<file path="src/hdl/tpsw_pkg.sv">
/*
 * shared constants for the transmitter power/sleep/wake command logic:
 * command codes, field positions, reset words and timing counts.
 * assumes a single 125 MHz clock shared by host end and device end.
 */
package tpsw_pkg;
    // ************************************************************
    // command codes and reset words
    // ************************************************************
    localparam logic [7:0] TPSW_SLEEP_CODE = 8'hc4;
    localparam logic [2:0] TPSW_WAKE_CODE = 3'h7;
    localparam logic [7:0] TPSW_BATT_CODE = 8'hc2;
    localparam logic [7:0] TPSW_PWR_CODE = 8'hc0;
    localparam logic [7:0] TPSW_XMIT_CODE = 8'hc6;
    localparam logic [15:0] TPSW_SLEEP_RST = 16'hc400;
    localparam logic [15:0] TPSW_WAKE_RST = 16'he000;
    localparam logic [15:0] TPSW_BATT_RST = 16'hc200;
    localparam logic [15:0] TPSW_PWR_RST = 16'hc000;
    // ************************************************************
    // field positions
    // ************************************************************
    localparam int TPSW_WAKE_EXP_HI = 12;
    localparam int TPSW_WAKE_EXP_LO = 8;
    localparam int TPSW_BATT_CODE_HI = 4;
    localparam int TPSW_BIT_AUTO_OSC = 7;
    localparam int TPSW_BIT_AUTO_AMP = 6;
    localparam int TPSW_BIT_XTAL = 5;
    localparam int TPSW_BIT_PLL = 4;
    localparam int TPSW_BIT_AMP = 3;
    localparam int TPSW_BIT_BATT = 2;
    localparam int TPSW_BIT_WAKE = 1;
    localparam int TPSW_BIT_CLKOFF = 0;
    // ************************************************************
    // battery thresholds in millivolts
    // ************************************************************
    localparam logic [12:0] TPSW_BATT_BASE_MV = 13'd2200;
    localparam logic [12:0] TPSW_BATT_STEP_MV = 13'd100;
    localparam logic [12:0] TPSW_BATT_HYST_MV = 13'd50;
    // ************************************************************
    // timing
    // ************************************************************
    localparam int TPSW_CLK_NS = 8;
    localparam int TPSW_CAL_NS = 800;
    localparam int TPSW_CAL_CYC = (TPSW_CAL_NS + TPSW_CLK_NS - 1) / TPSW_CLK_NS;
    localparam int TPSW_XTAL_NS = 400;
    localparam int TPSW_XTAL_CYC = (TPSW_XTAL_NS + TPSW_CLK_NS - 1) / TPSW_CLK_NS;
endpackage

</file>
<file path="src/hdl/tpsw_if.sv">
/*
 * command link between host end and device end: one word strobe
 * with data. assumes both ends share clock and reset.
 */
`timescale 1ns/1ns
interface tpsw_if;
    logic cmd_valid;
    logic [15:0] cmd_word;
    modport host (output cmd_valid, output cmd_word);
    modport device (input cmd_valid, input cmd_word);
endinterface

</file>
<file path="src/hdl/tpsw_device.sv">
/*
 * device end: decodes command words and sequences oscillator,
 * synthesizer, amplifier, sleep countdown, wake timer and battery monitor.
 * assumes analog status (lock, stable, supply in mV) synchronous to clock.
 */
// Overview of operation
// - sleep code upper byte, count low byte
// - sleep: amp/pll off, count, oscillator off
// - wake word: exponent 12..8, multiplier 7..0
// - wake interval is multiplier times two^exponent
// - host re-arms wake timer after each wake event
// - host writes zero to battery bits 7..5
// - threshold is code/10 plus 2.2 V
// - low flag at 50 mV below threshold
// - monitor runs only while enable set
// - power word: auto, xtal, pll, amp, ...
// - auto: oscillator on transmit, pll when stable
// - auto amp only after pll lock
// - oscillator follows its enable bit
// - host keeps pll and xtal on manually
// - pll calibrates at power-up and re-enable
// - amp bit drives amplifier directly
// - wake bit starts and stops timer
// - clock-out disable bit stops clock out
// - clock out runs after reset
// - host enables amp before transmit
`timescale 1ns/1ns
module tpsw_device import tpsw_pkg::*; #(
    parameter int WAKE_W = 40
) (
    input wire logic clock,
    input wire logic reset,
    input wire logic clk_en,
    tpsw_if.device link,
    input wire logic xtal_stable,
    input wire logic pll_locked,
    input wire logic [12:0] supply_mv,
    output logic xtal_run,
    output logic pll_run,
    output logic amp_run,
    output logic pll_calibrating,
    output logic clock_out_run,
    output logic sleeping,
    output logic battery_low,
    output logic wake_event,
    output logic [15:0] status_word
);
    // refuse counters too narrow for the longest interval
    if (WAKE_W < 39) begin : g_wake_w_check
        $error("wake counter too narrow for 255*2^31");
    end

    typedef enum logic [1:0] {TPSW_AWAKE = 2'b00, TPSW_DRAIN = 2'b01, TPSW_ASLEEP = 2'b11} tpsw_slp_t;
    typedef enum logic [1:0] {TPSW_IDLE = 2'b00, TPSW_XSTART = 2'b01, TPSW_PSTART = 2'b11} tpsw_auto_t;

    logic [15:0] sleep_cycle_count_r, wake_interval_r, battery_threshold_r, power_enables_r;
    logic hit_sleep, hit_wake, hit_batt, hit_pwr, hit_xmit;
    tpsw_slp_t slp_r;
    tpsw_auto_t auto_r;
    logic [7:0] drain_cnt_r;
    logic [7:0] cal_cnt_r;
    logic pll_run_q_r;
    logic [WAKE_W-1:0] wake_cnt_r;
    logic wake_on_q_r;
    logic [12:0] thresh_mv;
    logic auto_xtal, auto_pll, pll_any;

    // ************************************************************
    // command decode
    // ************************************************************
    // code matching
    assign hit_sleep = link.cmd_valid && link.cmd_word[15:8] == TPSW_SLEEP_CODE;
    assign hit_wake = link.cmd_valid && link.cmd_word[15:13] == TPSW_WAKE_CODE;
    assign hit_batt = link.cmd_valid && link.cmd_word[15:8] == TPSW_BATT_CODE;
    assign hit_pwr = link.cmd_valid && link.cmd_word[15:8] == TPSW_PWR_CODE;
    assign hit_xmit = link.cmd_valid && link.cmd_word[15:8] == TPSW_XMIT_CODE;

    always_ff @(posedge clock or posedge reset) begin
        if (reset) begin
            sleep_cycle_count_r <= TPSW_SLEEP_RST;
            wake_interval_r <= TPSW_WAKE_RST;
            battery_threshold_r <= TPSW_BATT_RST;
            power_enables_r <= TPSW_PWR_RST;
        end else if (clk_en) begin
            if (hit_sleep) sleep_cycle_count_r <= link.cmd_word;
            if (hit_wake) wake_interval_r <= link.cmd_word;
            if (hit_batt) battery_threshold_r <= link.cmd_word;
            if (hit_pwr) power_enables_r <= link.cmd_word;
        end
    end

    // ************************************************************
    // sleep sequence
    // ************************************************************
    // countdown then oscillator off
    always_ff @(posedge clock or posedge reset) begin
        if (reset) begin
            slp_r <= TPSW_AWAKE;
            drain_cnt_r <= 8'h00;
        end else if (clk_en) begin
            case (slp_r)
                TPSW_AWAKE: begin
                    if (hit_sleep) begin
                        drain_cnt_r <= link.cmd_word[7:0];
                        slp_r <= link.cmd_word[7:0] == 8'h00 ? TPSW_ASLEEP : TPSW_DRAIN;
                    end
                end
                TPSW_DRAIN: begin
                    drain_cnt_r <= drain_cnt_r - 8'h01;
                    if (drain_cnt_r == 8'h01) slp_r <= TPSW_ASLEEP;
                end
                TPSW_ASLEEP: begin
                    // any power word wakes the part again
                    if (hit_pwr || hit_xmit) slp_r <= TPSW_AWAKE;
                end
                default: slp_r <= TPSW_AWAKE;
            endcase
        end
    end
    assign sleeping = slp_r == TPSW_ASLEEP;

    // ************************************************************
    // automatic transmit chain
    // ************************************************************
    // oscillator first, pll when stable
    always_ff @(posedge clock or posedge reset) begin
        if (reset) begin
            auto_r <= TPSW_IDLE;
        end else if (clk_en) begin
            case (auto_r)
                TPSW_IDLE: if (hit_xmit && power_enables_r[TPSW_BIT_AUTO_OSC]) auto_r <= TPSW_XSTART;
                TPSW_XSTART: if (xtal_stable) auto_r <= TPSW_PSTART;
                TPSW_PSTART: ;
                default: auto_r <= TPSW_IDLE;
            endcase
            if (!power_enables_r[TPSW_BIT_AUTO_OSC] || hit_sleep) auto_r <= TPSW_IDLE;
        end
    end
    assign auto_xtal = auto_r != TPSW_IDLE;
    assign auto_pll = auto_r == TPSW_PSTART;

    // amp and pll drop at once on sleep
    always_comb begin
        xtal_run = (power_enables_r[TPSW_BIT_XTAL] || auto_xtal || slp_r == TPSW_DRAIN) && !sleeping;
        pll_any = (power_enables_r[TPSW_BIT_PLL] || auto_pll) && slp_r == TPSW_AWAKE && !hit_sleep;
        amp_run = (power_enables_r[TPSW_BIT_AMP] || (power_enables_r[TPSW_BIT_AUTO_AMP] && pll_locked))
                  && slp_r == TPSW_AWAKE && !hit_sleep;
        clock_out_run = !power_enables_r[TPSW_BIT_CLKOFF] && !sleeping;
    end

    // ************************************************************
    // synthesizer calibration
    // ************************************************************
    // calibrate on first and each re-enable; reset clears pll_run_q
    always_ff @(posedge clock or posedge reset) begin
        if (reset) begin
            pll_run_q_r <= 1'b0;
            cal_cnt_r <= 8'h00;
        end else if (clk_en) begin
            pll_run_q_r <= pll_any;
            if (pll_any && !pll_run_q_r) cal_cnt_r <= 8'(TPSW_CAL_CYC);
            else if (!pll_any) cal_cnt_r <= 8'h00;
            else if (cal_cnt_r != 8'h00) cal_cnt_r <= cal_cnt_r - 8'h01;
        end
    end
    assign pll_run = pll_any;
    assign pll_calibrating = cal_cnt_r != 8'h00;

    // ************************************************************
    // wake timer
    // ************************************************************
    // load multiplier shifted by exponent on rising enable
    always_ff @(posedge clock or posedge reset) begin
        if (reset) begin
            wake_cnt_r <= '0;
            wake_on_q_r <= 1'b0;
            wake_event <= 1'b0;
        end else if (clk_en) begin
            wake_on_q_r <= power_enables_r[TPSW_BIT_WAKE];
            wake_event <= 1'b0;
            if (!power_enables_r[TPSW_BIT_WAKE]) begin
                wake_cnt_r <= '0;
            end else if (!wake_on_q_r) begin
                wake_cnt_r <= WAKE_W'({wake_interval_r[7:0]}) <<
                              wake_interval_r[TPSW_WAKE_EXP_HI:TPSW_WAKE_EXP_LO];
            end else if (wake_cnt_r != '0) begin
                wake_cnt_r <= wake_cnt_r - WAKE_W'(1);
                // host must clear/set enable to re-arm
                if (wake_cnt_r == WAKE_W'(1)) wake_event <= 1'b1;
            end
        end
    end

    // ************************************************************
    // battery monitor
    // ************************************************************
    // threshold in millivolts
    assign thresh_mv = TPSW_BATT_BASE_MV +
                       13'(battery_threshold_r[TPSW_BATT_CODE_HI:0]) * TPSW_BATT_STEP_MV;
    // flag only while enabled, 50 mV under
    always_ff @(posedge clock or posedge reset) begin
        if (reset) begin
            battery_low <= 1'b0;
        end else if (clk_en) begin
            // one extra bit so a full-scale supply cannot wrap
            battery_low <= power_enables_r[TPSW_BIT_BATT] && !sleeping &&
                           ({1'b0, supply_mv} + {1'b0, TPSW_BATT_HYST_MV} < {1'b0, thresh_mv});
        end
    end

    // status word: bit 5 low battery, bit 0 wake event (one-cycle pulse, not held), bit 1 sleeping
    always_ff @(posedge clock or posedge reset) begin
        if (reset) begin
            status_word <= 16'h0000;
        end else if (clk_en) begin
            status_word <= {10'h000, battery_low, 3'h0, sleeping, wake_event};
        end
    end
endmodule

</file>
<file path="src/flat_wrapper.sv">
// flat-port wrapper written by rule: the top's interface ports become plain ports
module tpsw_device_flat import tpsw_pkg::*;
#(
    parameter int WAKE_W = 40
)
  (clock, reset, clk_en, xtal_stable, pll_locked, supply_mv, xtal_run, pll_run, amp_run, pll_calibrating, clock_out_run, sleeping, battery_low, wake_event, status_word, link_cmd_valid, link_cmd_word);
  tpsw_if link_i ();
  input wire logic clock;
  input wire logic reset;
  input wire logic clk_en;
  input wire logic xtal_stable;
  input wire logic pll_locked;
  input wire logic [12:0] supply_mv;
  output logic xtal_run;
  output logic pll_run;
  output logic amp_run;
  output logic pll_calibrating;
  output logic clock_out_run;
  output logic sleeping;
  output logic battery_low;
  output logic wake_event;
  output logic [15:0] status_word;
  input wire logic [$bits(link_i.cmd_valid)-1:0] link_cmd_valid;
  input wire logic [$bits(link_i.cmd_word)-1:0] link_cmd_word;
  assign link_i.cmd_valid = link_cmd_valid;
  assign link_i.cmd_word = link_cmd_word;
  tpsw_device #(.WAKE_W(WAKE_W)) u_core (.clock(clock), .reset(reset), .clk_en(clk_en), .link(link_i), .xtal_stable(xtal_stable), .pll_locked(pll_locked), .supply_mv(supply_mv), .xtal_run(xtal_run), .pll_run(pll_run), .amp_run(amp_run), .pll_calibrating(pll_calibrating), .clock_out_run(clock_out_run), .sleeping(sleeping), .battery_low(battery_low), .wake_event(wake_event), .status_word(status_word));
endmodule
</file>
<file path="config.mk">
export PLATFORM = sky130hd
export DESIGN_NAME = tpsw_device_flat
export DESIGN_NICKNAME = d
export VERILOG_FILES = /design/src/hdl/tpsw_pkg.sv /design/src/hdl/tpsw_if.sv /design/src/hdl/tpsw_device.sv /design/src/flat_wrapper.sv
export SDC_FILE = /design/constraint.sdc
export NUM_CORES = 1
export LEC_CHECK = 0
export BUFFER_PORTS_ARGS = -buffer_cell sky130_fd_sc_hd__buf_4
export CAP_MARGIN = 25
export CORE_MARGIN = 1
export CORE_UTILIZATION = 60
export CTS_CLUSTER_SIZE = 10
export DETAILED_ROUTE_END_ITERATION = 16
export HOLD_SLACK_MARGIN = 0.1
export PLACE_DENSITY_LB_ADDON = 0.05
export SYNTH_ARGS = -nofsm -noshare
export SYNTH_HDL_FRONTEND = slang
export SYNTH_SLANG_ARGS = --single-unit
export TNS_END_PERCENT = 20
</file>
<file path="constraint.sdc">
create_clock -name clock -period 4.47 [get_ports clock]
set_input_delay 0.2235 -clock clock [delete_from_list [all_inputs] [get_ports clock]]
set_output_delay 0.2235 -clock clock [all_outputs]
set_load 0.01 [all_outputs]
</file>
# [After elaboration in Yosys (flattened, before gate mapping)]
# Cells that the tools add are included.
[totals] reg_bits=93 inputBits=35 out_inout_bits=24 word_cells=103
[op_classes] n_addsub=5 multipliers=1 order_cmp=1 eq_ne=19 shift=1 n_mux=21 reduce_logical=42
[ops] cell="$mux 40" count=3
[ops] cell="$eq 40x1->1 const B" count=1
[ops] cell="$reduce_bool 40->1" count=1
[ops] cell="$shl 8x5->40" count=1
[ops] cell="$sub 40x1->40 const B" count=1
[ops] cell="$eq 8x8->1 const B" count=4
[ops] cell="$mux 8" count=4
[ops] cell="$logic_and 1x1->1" count=16
[ops] cell="$pmux 8 s2" count=1
[ops] cell="$sub 8x1->8 const B" count=2
[ops] cell="$add 13x6->14 const B" count=1
[ops] cell="$lt 14x13->1" count=1
[ops] cell="$mux 2" count=7
[ops] cell="$add 12x12->13 const A" count=1
[ops] cell="$pmux 2 s3" count=2
[ops] cell="$mul 5x5->10 const B" count=1
[ops] cell="$reduce_and 2->1" count=5
[ops] cell="$eq 8x1->1 const B" count=1
[ops] cell="$logic_not 8->1" count=1
[ops] cell="$reduce_and 4->1" count=2
[ops] cell="$reduce_bool 8->1" count=1
[ops] cell="$logic_or 1x1->1" count=6
[ops] cell="$ne 3x3->1 const B" count=2
[ops] cell="$logic_not 1->1" count=5
[ops] cell="other kinds (11)" count=20

# [Longest topological paths before layout]
# Gate-level depths: netlist of run 1.
[logic_depth] word_depth=7 depth_mapped=17 depth_no_buf=17

# [Worst setup path after synthesis of run 1]
# No wires, ideal clock.
[synth_path] path_type="register to register" from="reg u_core.battery_threshold_r[3]" to="reg u_core.battery_low" setup_ns=0.121 arrival_ns=3.036 required_ns=4.349 path_slack_ns=1.313 stages_incl_launch_ff=18 path_buffers=0 period_less_slack_ns=3.157 cell_sequence="dfrtp_1 -> inv_1 -> ha_1 -> inv_1 -> ha_1 -> ha_1 -> ha_1 -> nand2_1 -> nor2_1 -> nor2_1 -> xnor2_1 -> nand3_1 -> xnor2_1 -> ha_1 -> nand4_1 -> nor3_1 -> o31ai_1 -> a22o_1"
[synth_between] elab_chain_len=4
[synth_rtl] item="start, declared" line="tpsw_device.sv:56" rtl="logic [15:0] sleep_cycle_count_r, wake_interval_r, battery_threshold_r, power_enables_r;"
[synth_rtl] item="start signal, assigned" line="tpsw_device.sv:87" rtl="if (hit_batt) battery_threshold_r <= link.cmd_word;"
[synth_rtl] item="$mul 5x5->10" line="tpsw_device.sv:199" rtl="13'(battery_threshold_r[TPSW_BATT_CODE_HI:0]) * TPSW_BATT_STEP_MV;"
[synth_rtl] item="$add 12x12->13" line="tpsw_device.sv:198" rtl="assign thresh_mv = TPSW_BATT_BASE_MV +"
[synth_rtl] item="$lt 14x13->1" line="tpsw_device.sv:207" rtl="({1'b0, supply_mv} + {1'b0, TPSW_BATT_HYST_MV} < {1'b0, thresh_mv});"
[synth_rtl] item="$logic_and 1x1->1" line="tpsw_device.sv:206" rtl="battery_low <= power_enables_r[TPSW_BIT_BATT] && !sleeping &&"
[synth_rtl] item="end signal, assigned" line="tpsw_device.sv:206"
[synth_rtl] item="end, declared" line="tpsw_device.sv:44" rtl="output logic battery_low,"
# No other way between the ends.
# A chain may end at the register's enable or synchronous reset.

# [Worst setup path after layout of run 1]
# Same ends and word-level chain as after synthesis.

==> impl_summary.md, run 1 <==
Outcome
The flow ran to the end, and the final reports show no timing, DRC or antenna violations.

Yosys
The synthesized design contains 93 register bits. Yosys attributes the largest share of cell area to dfrtp_1 (35%), ha_1 (6.3%), mux2_2 (5.5%), o21ai_0 (4.3%), nor2_1 (3.5%). In this run, distinct cell masters in the synthesized netlist total 69.

The async set or reset register ratio after synthesis is 100.0%. Of all cell types, the one taking the most synthesized area is dfrtp_1. The average cell area after synthesis is 8.793 um^2. The fraction of the yosys area taken by sequential cells is 34.73%.

For this run, the number of Yosys warnings is 0. In the synthesized netlist the dominant register cell turns out to be dfrtp_1. The post-synth design cell area is 6700 um^2. The number of enable flip-flop cells after synthesis is 0. The cell count after synthesis is 762. After synthesis, the largest area contributor takes up 34.73% of total cell area.

Detailed routing
In the final routed layout, each cell accounts on average for 18.00 um. The iteration count of the initial detailed-routing pass is 7. The total number of vias is 6080. The number of DRC violations after detailed-routing iteration 0 is 500. The ratio of routed vias to standard cells is 6.517. For this block, the routed nets add up to 16800 um of wire. The DRC violation count after routing is 0. The count of nets left with antenna violations after detail routing is 0.

Power
The peak supply drop is 0.2350 mV. For this design the static power due to leakage is 3.331 nW. The ratio of total power to cell area is 332.0 nW/um^2.

Final layout
The sequential cell area is 2327 um^2. Of the cells placed in the final design, the portion with a size suffix greater than 1 is 14.00%. 0 antenna diodes ended up in the layout. The total of fill cells in the finished design is 891. In the layout the commonest cells are dfrtp_1 (93), nor2_1 (63), nand2_1 (60). For this run, the post-layout net count is 859. The number of cells in the finished layout apart from fillers is 933.

The area of the multi-input gates is 4044 um^2. The most common cell after layout, fill and taps aside is dfrtp_1. Relative to the synthesized area, the layout overhead comes to 8.198%.

Global route
The via count of the first global-routing pass is 5718. Across every metal layer, demand over resource in global routing totals 30.55%. Entering global routing, the biggest net connects 52 pins. After global routing the overflow that remains totals 0. The global-route wire length before repair is 27670 um.

The initial antenna violation count was 0.

Floorplanning
The die width is 107.7 um. The y dimension of the die is 107.7 um. The initial standard-cell utilization of the core is 61.81%. The total area inside the core boundary comes to 10840 um^2.

The floorplan die area is 11590 um^2. 59 I/O pins were placed. The cell row count is 38.

Critical path
The startpoint type of the worst setup path is a flip-flop. Of all nets on the critical path, the largest fanout is 4. The startpoint identified for the worst register-to-register timing path is u_core.battery_threshold_r[3]. Data on the critical path arrives at its endpoint at 3.77 ns. The critical path class is reg2reg. STA classifies the critical path endpoint as a flip-flop.

The most critical setup path has its startpoint at u_core.battery_threshold_r[3]. The worst endpoint required time is 4.74 ns.

CTS
The maximum buffer depth of the clock tree is 2. The clock reaches the later pin of the worst-skew pair after 0.37 ns. In this run the clock root is driven by a clkbuf_8. The number of clock buffers inserted by TritonCTS is 9. Clock-pin slew was measured on the worst setup and hold paths at 0.09 ns. After clock tree synthesis, the setup repair step added 0 buffers.

The number of H-tree levels is 3. The number of gates resized after CTS was 0. TritonCTS built the clock tree. The clock drives 93 sinks.

STA
The smallest clock period supported by the final layout is computed as 3.497 ns. The post-route fraction of the period consumed by the critical path is 78.24%. At the pin with the least slew margin, the transition time is 0.9720 ns.

The timing-limited maximum frequency is 285.9 MHz. Setup repair after global routing left no endpoint under its margin. The largest clock skew in the final design is 0.009038 ns. The number of slew-limit violations in the final report is 0. The sum of negative setup slack is 0 ns. The setup-violating endpoint count in the final report is 0. The worst pin sits at a relative slew slack of 34.61%. The final count of hold timing violations came to 0.

Flow run
The reported max-cap violation count is 0.

Worst hold path
The tightest min-delay check is of the in2reg type. The hold path startpoint is link_cmd_word[7].

Place
The congestion estimate from routability-driven global placement came to 0.9487. The estimated wirelength of the detail-placed design is 12080 um. The cell count after placement is 912. The number of buffers added on ports is 44.
report_power, final:
part / internal (mW) / total [mW] / leakage [nW] / switching (mW)
sequential: 0.909 / 1.04 / 1.25 / 0.127
clock: 0.215 / 0.510 / 0.0747 / 0.295
combinational: 0.356 / 0.862 / 2.01 / 0.506
critical path, stage by stage (launching register included):
cell and delay, ns:
dfrtp_1 0.41, inv_1 0.08, ha_1 0.27, inv_1 0.04, ha_1 0.29, ha_1 0.31
ha_1 0.31, nand2_1 0.08, nor2_1 0.09, nor2_1 0.06, xnor2_1 0.29, nand3_1 0.14
xnor2_1 0.17, ha_1 0.30, nand4_1 0.08, nor3_1 0.22, o31ai_1 0.08, a22o_1 0.19
final cells by class:
class | instances | share of cell area [%]
Multi-Input combinational cell | 601 | 55.78
Sequential cell | 93 | 32.10
Timing Repair Buffer | 55 | 5.868
Tap cell | 140 | 2.416
Clock buffer | 12 | 2.002
Inverter | 29 | 1.519
Clock inverter | 3 | 0.3107
timing repair:
item,CTS,global route
endpoints found under the setup margin,0,0
hold buffers,4,1
endpoints found under the hold margin,53,1
synth_stat cells (3+ instances only):
master,instances
nor2_1,63
o211ai_1,6
o21a_1,3
o41ai_1,4
nand2b_1,11
o21bai_1,3
dfrtp_1,93
or2_2,4
a21o_1,10
ha_1,34
or4_4,3
and2_1,7
a21oi_1,39
mux2i_1,12
nand4_1,10
a211oi_1,6
o2bb2ai_1,5
nor2b_1,9
nand3_1,23
and3_1,4
nor3b_1,6
a31oi_1,11
a221oi_1,5
buf_4,15
o22ai_1,6
or3_1,5
o21ai_0,57
mux2_2,33
a32o_1,6
nor3_1,27
xor2_1,20
a22oi_1,3
nand2_1,60
inv_1,28
or4_1,7
nor4_1,19
o31ai_1,5
a22o_1,13
xnor2_1,16
clkbuf_1,30
o32a_1,5
cell families (layout without fill, tap and decap cells):
| kind of cell | Yosys count | in the layout | synth area share [%] |
|---|---|---|---|
| other | 1 | 13 | 0.05597 |
| buffers and inverters | 80 | 99 | 5.584 |
| AOI/OAI and AO/OA | 202 | 202 | 20.00 |
| and+or+nand+nor | 268 | 268 | 20.26 |
| muxes | 47 | 47 | 8.011 |
| adders and majority gates | 35 | 35 | 6.648 |
| xor gates and xnor gates | 36 | 36 | 4.706 |
| DFF | 93 | 93 | 34.73 |
registers in the layout, indices dropped and copies added (netlist names), 2 cells and up:
name                        flops
u_core.status_word              3
u_core.power_enables_r          8
u_core.slp_r                    2
u_core.auto_r                   2
u_core.wake_interval_r         13
u_core.drain_cnt_r              8
u_core.cal_cnt_r                8
u_core.wake_cnt_r              40
u_core.battery_threshold_r      5
worst paths after layout:
| check | to | slack [ns] | cells after the start |
|---|---|---|---|
| setup / recovery | u_core.battery_low | 0.97 | 17 |
| hold / removal | u_core.wake_interval_r[7] | 0.12 | 2 |
| hold reg to reg | u_core.power_enables_r[0] | 0.52 | 1 |
| min in group asynchronous | u_core.status_word[0] | 0.56 | 3 |
| setup reg to reg | u_core.battery_low | 0.97 | 17 |
| max in group asynchronous | u_core.drain_cnt_r[2] | 2.82 | 4 |
routing by layer:
layer | routed length [um] | global-route usage [%] | vias to the layer above
li1 | - | - | 2829
met4 | 474 | 12.92 | 0
met5 | 0 | 0 | -
met1 | 7276 | 40.60 | 2914
met2 | 7891 | 48.86 | 285
met3 | 1152 | 5.630 | 52
through the flow:
| step | hold slack, ns | setup slack (ns) | area [um^2] | util (%) | power [mW] |
|---|---|---|---|---|---|
| after CTS | 0.1027 | 0.9644 | 7232 | 66.71 | 2.396 |
| after floorplan | 0.3403 | 1.313 | 6745 | - | 1.659 |
| after detailed placement | 0.4407 | 0.9784 | 7024 | 64.80 | 1.886 |
| final | 0.1175 | 0.9727 | 7249 | 66.87 | 2.407 |
| after global placement | 0.4460 | 1.095 | 7024 | 64.80 | 1.858 |
| after global routing | 0.1050 | 0.6732 | 7249 | 66.87 | 2.558 |
(Power assumes the default switching activity.)
==> run 2: changes to the inputs <==
--- a/config.mk
+++ b/config.mk
@@ -5,10 +5,11 @@
 export SDC_FILE = /design/constraint.sdc
 export NUM_CORES = 1
 export LEC_CHECK = 0
+export ABC_AREA = 1
 export BUFFER_PORTS_ARGS = -buffer_cell sky130_fd_sc_hd__buf_4
 export CAP_MARGIN = 25
 export CORE_MARGIN = 1
-export CORE_UTILIZATION = 60
+export CORE_UTILIZATION = 56
 export CTS_CLUSTER_SIZE = 10
 export DETAILED_ROUTE_END_ITERATION = 16
 export HOLD_SLACK_MARGIN = 0.1
==> constraint.sdc (replaced) <==
create_clock -name clock -period 2.8 [get_ports clock]
set_input_delay 0.14 -clock clock [delete_from_list [all_inputs] [get_ports clock]]
set_output_delay 0.14 -clock clock [all_outputs]
set_load 0.01 [all_outputs]
==> impl_summary.md, run 2 <==
STA
The setup-violating endpoint count in the final report is 1 (+1). The final setup slack of the worst path came to -0.2688 ns (-1.241 ns). The timing-limited maximum frequency is 325.9 MHz (+14%). The minimum clock period after layout is 3.069 ns (-0.4286 ns). The final count of hold timing violations is 0 (unchanged). Setup repair after global routing could not meet its margin everywhere. The post-route fraction of the period consumed by the critical path came to 109.6% (+31 points).

The largest clock skew in the final design is 0.01299 ns (+0.003954 ns). The relative max-transition margin came to 55.36% (+21 points). The number of slew-limit violations in the final report is 0 (unchanged). The worst hold-check slack is 0.1054 ns (-0.01212 ns). The actual slew at the worst max-slew pin is 0.6695 ns (-0.3024 ns).

Yosys
The async set or reset register ratio after synthesis came to 100.0% (unchanged). The average cell area after synthesis is 6.604 um^2 (-25%). The post-synth design cell area is 7450 um^2 (+11%). The warning count from the yosys run is 0 (unchanged). The number of different library cells in the post-synthesis netlist is 44 (-36%). The cell count after synthesis is 1128 (+48%). The number of synthesized register bits came to 93 (unchanged).

Of all cell types, the one taking the most synthesized area is dfrtp_1. The fraction of the yosys area taken by sequential cells came to 31.24% (-3.5 points). The number of enable flip-flop cells after synthesis came to 0 (unchanged). By area the synthesized netlist is led by dfrtp_1 (31%), nand2_1 (16%), nand3_1 (8.6%), nor2_1 (6.9%), o21ai_0 (6.3%).

In the synthesized netlist the dominant register cell turns out to be dfrtp_1. The most instantiated library cell after synthesis is nand2_1. Counting instances in the post-synthesis netlist gives the leading cell types as nand2_1 (327), nor2_1 (137), nand3_1 (128). The area fraction of the dominant cell type after synthesis is 31.24% (-3.5 points).

Global route
The via count of the first global-routing pass is 6651 (+16%). The global routing met1 resource utilization was 42.54% (+1.9 points). The pin count of the biggest net entering global routing came to 61 (+17%). The met3 track demand over resource is 7.442% (+1.8 points). The global-route usage over all layers is 29.92% (-0.63 points). The global routing stage identified its most utilized layer as met2. The routing usage on met2 came to 44.93% (-3.9 points). The global-route wire length before repair is 32980 um (+19%). The initial antenna violation count is 0 (unchanged). The total overflow reported by the global router came to 0 (unchanged).

Place
The final weighted congestion in routability-driven placement is 0.9076 (-4.3%). The estimated wirelength of the detail-placed design is 14830 um (+23%). The cell count after placement is 1330 (+46%).

The number of buffers added on ports is 44 (unchanged).

Critical path
The instance count on the critical path is 20 (+3). The endpoint identified for the worst register-to-register timing path is u_core.battery_low. The worst setup path is launched from a flip-flop. The worst path buffer plus inverter count is 3 (+1).

The most repeated library cell on the critical path is nand2_1. Walking the worst path, the cells encountered are buf_4 -> buf_4 -> ha_1 -> ha_4 -> ha_4 -> ha_4 -> nand2_1 -> o21ai_1 -> xor2_1 -> nand3_2 -> nand3b_1 -> nand2_2 -> ha_4 -> nand2_1 -> inv_1 -> nand2_1 -> nand2_1 -> nand2_1 -> nand2_1 -> nand2_1. The worst endpoint required time is 3.09 ns (-1.65 ns).

The critical path class is reg2reg. The critical path arrival is 3.36 ns (-0.41 ns). In this design, the largest share of critical-path delay is due to adder cells.

The cell with the biggest individual delay on the critical path is dfrtp_1. The largest stage delay on the critical path is 0.40 ns (about the same). The path depth of the worst reg2reg path is 20 (+3).

The category of the worst setup path capture point is a flip-flop. The worst setup slack for register-to-register paths is -0.27 ns (-1.24 ns). The largest fanout on the critical path is 3 (-1). The startpoint of the worst register-to-register path is u_core.battery_threshold_r[1].

CTS
The clock network latency to the later pin of the worst-skew pair is 0.36 ns (about the same). The clock root buffer is clkbuf_16. The clock transition at the register clock pins on the worst setup and hold paths after CTS is 0.07 ns (-0.02 ns).

The clock sink count is 93 (unchanged). The number of clock buffers inserted by TritonCTS is 9 (unchanged). The maximum buffer depth of the clock tree was 2 (unchanged).

TritonCTS built the clock tree. The number of H-tree levels is 3 (unchanged).

Worst hold path
The hold path depth came to 3 (+1). The startpoint identified for the worst hold timing path is clk_en. The capture endpoint of the worst hold path is u_core.status_word[0]. In this run the worst hold path is classified as in2reg.

Detailed routing
The ratio of routed vias to standard cells is 5.503 (-16%). The total number of vias is 7489 (+23%). The average wire per standard cell is 14.57 um (-19%). The number of DRC violations after detailed-routing iteration 0 is 679 (+36%). The total length of routed wires is 19830 um (+18%). The count of nets left with antenna violations after detail routing came to 0 (unchanged). The DRC violation count after routing is 0 (unchanged). The iteration count of the initial detailed-routing pass is 6 (-1).

Final layout
The flip-flop count of the largest register, all copies and words added is 40 (unchanged). The post-route core utilization is 66.68% (-0.20 points). The count of inserted antenna diode cells is 0 (unchanged).

Leaving out fill and tap cells, the most frequent cell in the layout is nand2_1. In the layout the commonest cells are nand2_1 (323), nor2_1 (136), nand3_1 (126). The post-layout net count was 1254 (+46%). The total of fill cells in the finished design is 1161 (+30%). The sequential cell area is 2327 um^2 (unchanged). From synthesis to final layout, the design area changed by 14.33%. In the final layout, the registers with the most flip-flops are u_core.wake_cnt_r (40), u_core.wake_interval_r (13). The largest register by flop count is u_core.wake_cnt_r. The number of cells in the finished layout apart from fillers is 1361 (+46%). The share of cells above drive strength 1 is 12.78% (-1.2 points). The area of the multi-input gates came to 4611 um^2 (+14%).

Power
The switching power is 1.698 mW (+83%). The peak supply drop is 0.4372 mV (+86%). The sequential share of power is 36.4% (-6.6 points). The leakage power is 4.640 nW (+39%). The proportion of power drawn by combinational gates is 34.4% (-1.4 points).

The internal power is 2.742 mW (+85%). The total power is 4.440 mW (+84%). The share of total power consumed by net switching is 38.25% (-0.27 points). The share of power burned in the clock network is 29.2% (+8.0 points). The ratio of total power to cell area is 521.4 nW/um^2 (+57%).

Flow run
The reported max-cap violation count is 0 (unchanged).

Floorplanning
The die width was 117.3 um (+9.0%). The floorplan die area is 13770 um^2 (+19%). The y dimension of the die is 117.3 um (+9.0%). The cell row count came to 41 (+7.9%).

The boundary pin count is 59 (unchanged). The initial standard-cell utilization of the core is 58.32% (-3.5 points). The placeable core region is 12770 um^2 (+18%).

Outcome
The run finished, with violations left. The final reports fail on setup timing.
-- run 2: cell count changes after synthesis, moves of 12 or more --
cell,delta
nand3_1,+105
nor4_1,-18
o21ai_0,+37
nor3_1,-18
nor2_1,+74
inv_1,+78
nand2_1,+267
nand2_2,+25
mux2_2,-33
a22o_1,-13
mux2i_1,-12
-- run 2: power groups by stage --
stage / clock network [mW] / logic, mW / registers (mW)
6_report: 1.30 / 1.53 / 1.62
5_1_grt: 1.36 / 1.73 / 1.64
4_1_cts: 1.32 / 1.49 / 1.61
3_5_place_dp: 0 / 1.46 / 1.64
3_3_place_gp: 0 / 1.44 / 1.64
2_1_floorplan: 0 / 1.13 / 1.57
-- run 2: worst max path at each step --
stage                                       start            endpoint
finish              u_core.battery_threshold_r[1]  u_core.battery_low
global route        u_core.battery_threshold_r[1]  u_core.battery_low
CTS                 u_core.battery_threshold_r[1]  u_core.battery_low
detailed placement  u_core.battery_threshold_r[2]  u_core.battery_low
global placement    u_core.battery_threshold_r[2]  u_core.battery_low
floorplan           u_core.battery_threshold_r[3]  u_core.battery_low
-- run 2: area by class of cell --
type / count / area share [%]
inverters: 114 / 5.054
flip-flops and latches: 93 / 27.32
clock buffers: 12 / 3.012
well taps: 172 / 2.527
repair buffers: 76 / 7.287
multi-input cells: 890 / 54.14
clock inverters: 4 / 0.6611
-- run 2: kinds of logic (layout without fill, tap and decap cells) --
kind of cell,Yosys count,in the layout,share of synthesized area (%)
other cells,1,13,0.05034
compound gates,144,144,10.26
simple gates,670,670,39.42
xor+xnor,28,28,3.292
fa+ha+maj,35,35,5.979
buf+inv,157,206,9.758
flops,93,93,31.24
-- run 2: stage by stage --
step / worst slack (ns) / setup TNS (ns) / cell area (um^2)
global placement: -0.2039 / -0.2039 / 7901
CTS: -0.1933 / -0.1933 / 8444
finish: -0.2688 / -0.2688 / 8517
detailed placement: -0.3212 / -0.3212 / 7901
floorplan: -0.09321 / -0.09321 / 7500
global route: -0.4164 / -0.4164 / 8517
-- run 2: what timing repair did --
| action | 4_1_cts | 5_1_grt |
|---|---|---|
| hold buffers | 10 | 0 |
| gates cloned | 0 | 0 |
| resized for setup | 17 | 10 |
| pin swaps | 20 | 12 |
| endpoints found under the setup margin | 1 | 1 |
| buffers inserted | 5 | 1 |
| hold endpoints to repair | 43 | 0 |
-- run 2: metal layers --
layer,share of wire (%),vias to the layer above,wire length (um)
met1,46,3452,9193
met2,44,273,8726
met5,0,-,0
li1,-,3738,-
met3,8.2,26,1624
met4,1.4,0,282
-- run 2: worst register-to-register path, stage by stage, from the launching register on --
cell	delay [ns]
dfrtp_1	0.40
buf_4	0.14
buf_4	0.13
ha_1	0.22
ha_4	0.17
ha_4	0.24
ha_4	0.26
nand2_1	0.04
o21ai_1	0.17
xor2_1	0.25
nand3_2	0.11
nand3b_1	0.21
nand2_2	0.10
ha_4	0.20
nand2_1	0.05
inv_1	0.04
nand2_1	0.05
nand2_1	0.05
nand2_1	0.05
nand2_1	0.05
nand2_1	0.05
==> run 3: changes to the inputs <==
--- a/config.mk
+++ b/config.mk
@@ -9,7 +9,7 @@
 export BUFFER_PORTS_ARGS = -buffer_cell sky130_fd_sc_hd__buf_4
 export CAP_MARGIN = 25
 export CORE_MARGIN = 1
-export CORE_UTILIZATION = 56
+export CORE_UTILIZATION = 40
 export CTS_CLUSTER_SIZE = 10
 export DETAILED_ROUTE_END_ITERATION = 16
 export HOLD_SLACK_MARGIN = 0.1
==> impl_summary.md, run 3 (same netlist as run 2, synthesis figures left out) <==
Place
The total placed instance area came to 8033 um^2 (+1.7%). The estimated wirelength of the detail-placed design is 16490 um (+11%). The final weighted congestion in routability-driven placement is 0.8451 (-6.9%). The number of buffers added on ports was 44 (unchanged). The cell count after placement is 1395 (+4.9%).

Final layout
The synthesis-to-finish area growth is 15.27%. The count of inserted antenna diode cells is 0 (unchanged). The post-route core utilization is 47.48% (-19 points). The post-layout net count was 1258 (+0.32%).

The area of the multi-input gates is 4574 um^2 (-0.79%). The number of cells in the finished layout apart from fillers is 1421 (+4.4%). The cell area after layout is 8587 um^2 (+0.82%). The flip-flop count of the largest register, all copies and words added is 40 (unchanged). The sequential cell area is 2327 um^2 (unchanged). In the final layout, the registers with the most flip-flops are u_core.wake_cnt_r (40), u_core.wake_interval_r (13).

The top cell types in the final layout, fill and taps aside, are nand2_1 (326), nor2_1 (136), nand3_1 (127). The total of fill cells in the finished design was 1925 (+66%). The share of cells above drive strength 1 was 12.50% (-0.28 points). Leaving out fill and tap cells, the most frequent cell in the layout is nand2_1. The register with the most flip-flops in the final layout is u_core.wake_cnt_r.

Detailed routing
The total length of routed wires is 21650 um (+9.2%). The DRC violation count after routing was 5 (+5). The number of DRC violations after detailed-routing iteration 0 is 424 (-38%). The total number of vias is 7289 (-2.7%). The average wire per standard cell came to 15.24 um (+4.6%). The ratio of routed vias to standard cells is 5.129 (-6.8%). The count of nets left with antenna violations after detail routing came to 0 (unchanged). The iteration count of the initial detailed-routing pass is 11 (+5).

Critical path
The cell with the biggest individual delay on the critical path is fa_2. The critical path arrival is 3.18 ns (-0.18 ns). The critical path class is reg2reg. The largest fanout on the critical path came to 3 (unchanged). The startpoint of the worst register-to-register path is u_core.battery_threshold_r[1]. The path depth of the worst reg2reg path is 18 (-10%). The startpoint type of the worst setup path is a flip-flop.

The worst setup slack for register-to-register paths is -0.14 ns (+0.13 ns). The worst endpoint required time was 3.04 ns (-0.05 ns). The cell that appears most often on the critical path is nand2_1. In this run the critical register-to-register path is captured at u_core.battery_low.

The largest stage delay on the critical path came to 0.54 ns (+0.14 ns). The critical path goes through ha_1 -> ha_1 -> ha_2 -> inv_2 -> fa_2 -> nand2_2 -> inv_2 -> nor2_4 -> xnor2_2 -> ha_1 -> nand2_1 -> o21a_1 -> nand2_1 -> nand2_1 -> nand2_1 -> nand2_1 -> nand2_1 -> nand2_1. The category of the worst setup path capture point is a flip-flop.

Power
The peak supply drop is 0.3457 mV (-21%). The total power is 4.499 mW (+1.3%). The leakage power is 4.660 nW (+0.42%).

The ratio of total power to cell area is 523.9 nW/um^2 (+0.50%).

Global route
The global-route wire length before repair is 35620 um (+8.0%). The initial antenna violation count is 0 (unchanged). The total overflow reported by the global router came to 0 (unchanged). The global-route usage over all layers is 23.46% (-6.5 points). The pin count of the biggest net entering global routing is 58 (-4.9%). The via count of the first global-routing pass was 6870 (+3.3%).

Floorplanning
The boundary pin count is 59 (unchanged). The die width was 138.5 um (+18%). The floorplan die area was 19170 um^2 (+39%). The placeable core region is 18090 um^2 (+42%). The cell row count is 49 (+20%).

The y dimension of the die came to 138.5 um (+18%). The initial standard-cell utilization of the core is 41.19% (-17 points).

CTS
The CTS tree is yes. The clock transition at the register clock pins on the worst setup and hold paths after CTS is 0.07 ns (about the same). The number of clock buffers inserted by TritonCTS was 9 (unchanged).

The number of H-tree levels is 3 (unchanged). In this run the clock root is driven by a clkbuf_16. The clock sink count is 93 (unchanged). The maximum buffer depth of the clock tree is 2 (unchanged).

The clock network latency to the later pin of the worst-skew pair was 0.35 ns (about the same).

STA
The worst hold-check slack is 0.1295 ns (+0.02412 ns). The actual slew at the worst max-slew pin is 0.6820 ns (+0.01243 ns). The largest clock skew in the final design is 0.009055 ns (-0.003936 ns). The post-route fraction of the period consumed by the critical path is 104.9% (-4.7 points). The setup-violating endpoint count in the final report was 1 (unchanged).

The number of slew-limit violations in the final report came to 0 (unchanged). The minimum clock period after layout was 2.938 ns (-0.1304 ns). The final count of hold timing violations is 0 (unchanged). Setup repair after global routing could not meet its margin everywhere. The final setup slack of the worst path came to -0.1384 ns (+0.1304 ns).

The timing-limited maximum frequency came to 340.3 MHz (+4.4%). The relative max-transition margin is 54.37% (-1.0 points).

Flow run
The reported max-cap violation count is 0 (unchanged).

Outcome
The checks that failed: DRC, setup timing. The flow ran to the end, but the final reports show violations.

Worst hold path
The hold path depth came to 3 (unchanged). The class of the tightest hold or removal check is in2reg. The path with the worst hold slack has its endpoint at u_core.drain_cnt_r[6]. The startpoint identified for the worst hold timing path is link_cmd_word[6].
==> run 3: changes by cell type in the layout (fill, tap and decap cells not counted), moves of 2 or more <==
cell      delta
clkinv_4     -3
nand2_2      -3
ha_4         -3
a21oi_2      -2
ha_1         +2
nand2_1      +3
buf_4        +3
a21oi_1      +2
==> run 3: worst max path at each step <==
stage	from	to	slack, ns	cells past startpoint
detailed placement	u_core.battery_threshold_r[2]	u_core.battery_low	-0.28	18
CTS	u_core.battery_threshold_r[1]	u_core.battery_low	-0.23	18
finish	u_core.battery_threshold_r[1]	u_core.battery_low	-0.14	18
global route	u_core.battery_threshold_r[1]	u_core.battery_low	-0.34	18
global placement	u_core.battery_threshold_r[2]	u_core.battery_low	-0.24	18
floorplan	u_core.battery_threshold_r[3]	u_core.battery_low	-0.09	20
==> run 3: worst max-delay path: cells and delay by family (launching register included) <==
family | cells | cell delay [ns]
AO/OA/AOI/OAI | 1 | 0.17
XOR/XNOR | 1 | 0.12
adder cells (fa/ha/maj) | 5 | 1.56
buffers and inverters | 2 | 0.11
flip-flops | 1 | 0.40
AND/OR/NAND/NOR | 9 | 0.46
==> run 3: area by class of cell <==
cell class | count | area share (%)
sequential | 93 | 27.10
tap | 229 | 3.337
clock inverter | 4 | 0.8451
inverter | 114 | 5.012
multi-input combinational | 890 | 53.27
clock buffer | 11 | 2.827
timing repair buffer | 80 | 7.606
==> run 3: metal layers <==
layer	wire length [um]	track usage [%]	vias to the layer above	share of wire [%]
met2	10280	39.25	137	47
met5	0	0	-	0
li1	-	-	3733	-
met1	10220	30.79	3386	47
met3	646	3.464	33	3.0
met4	514	8.397	0	2.4
==> run 3: what timing repair did <==
action                                 4_1_cts  5_1_grt
gates resized for setup                     10       13
pin swaps                                   15       13
hold buffers                                11        0
cloned                                       0        0
endpoints found under the hold margin       47        0
buffers inserted                             0        0
setup endpoints to repair                    1        1
==> run 3: power by group <==
part / leakage [nW] / internal, mW / switching, mW
clock: 0.152 / 0.801 / 0.537
sequential: 1.25 / 1.48 / 0.146
combinational: 3.26 / 0.522 / 1.02
total: 4.66 / 2.80 / 1.70
==> run 3: through the flow <==
step / worst slack, ns / TNS, ns
final: -0.1384 / -0.1384
after global routing: -0.3356 / -0.3356
after CTS: -0.2254 / -0.2254
after detailed placement: -0.2775 / -0.2775
after global placement: -0.2365 / -0.2365
after floorplan: -0.09321 / -0.09321
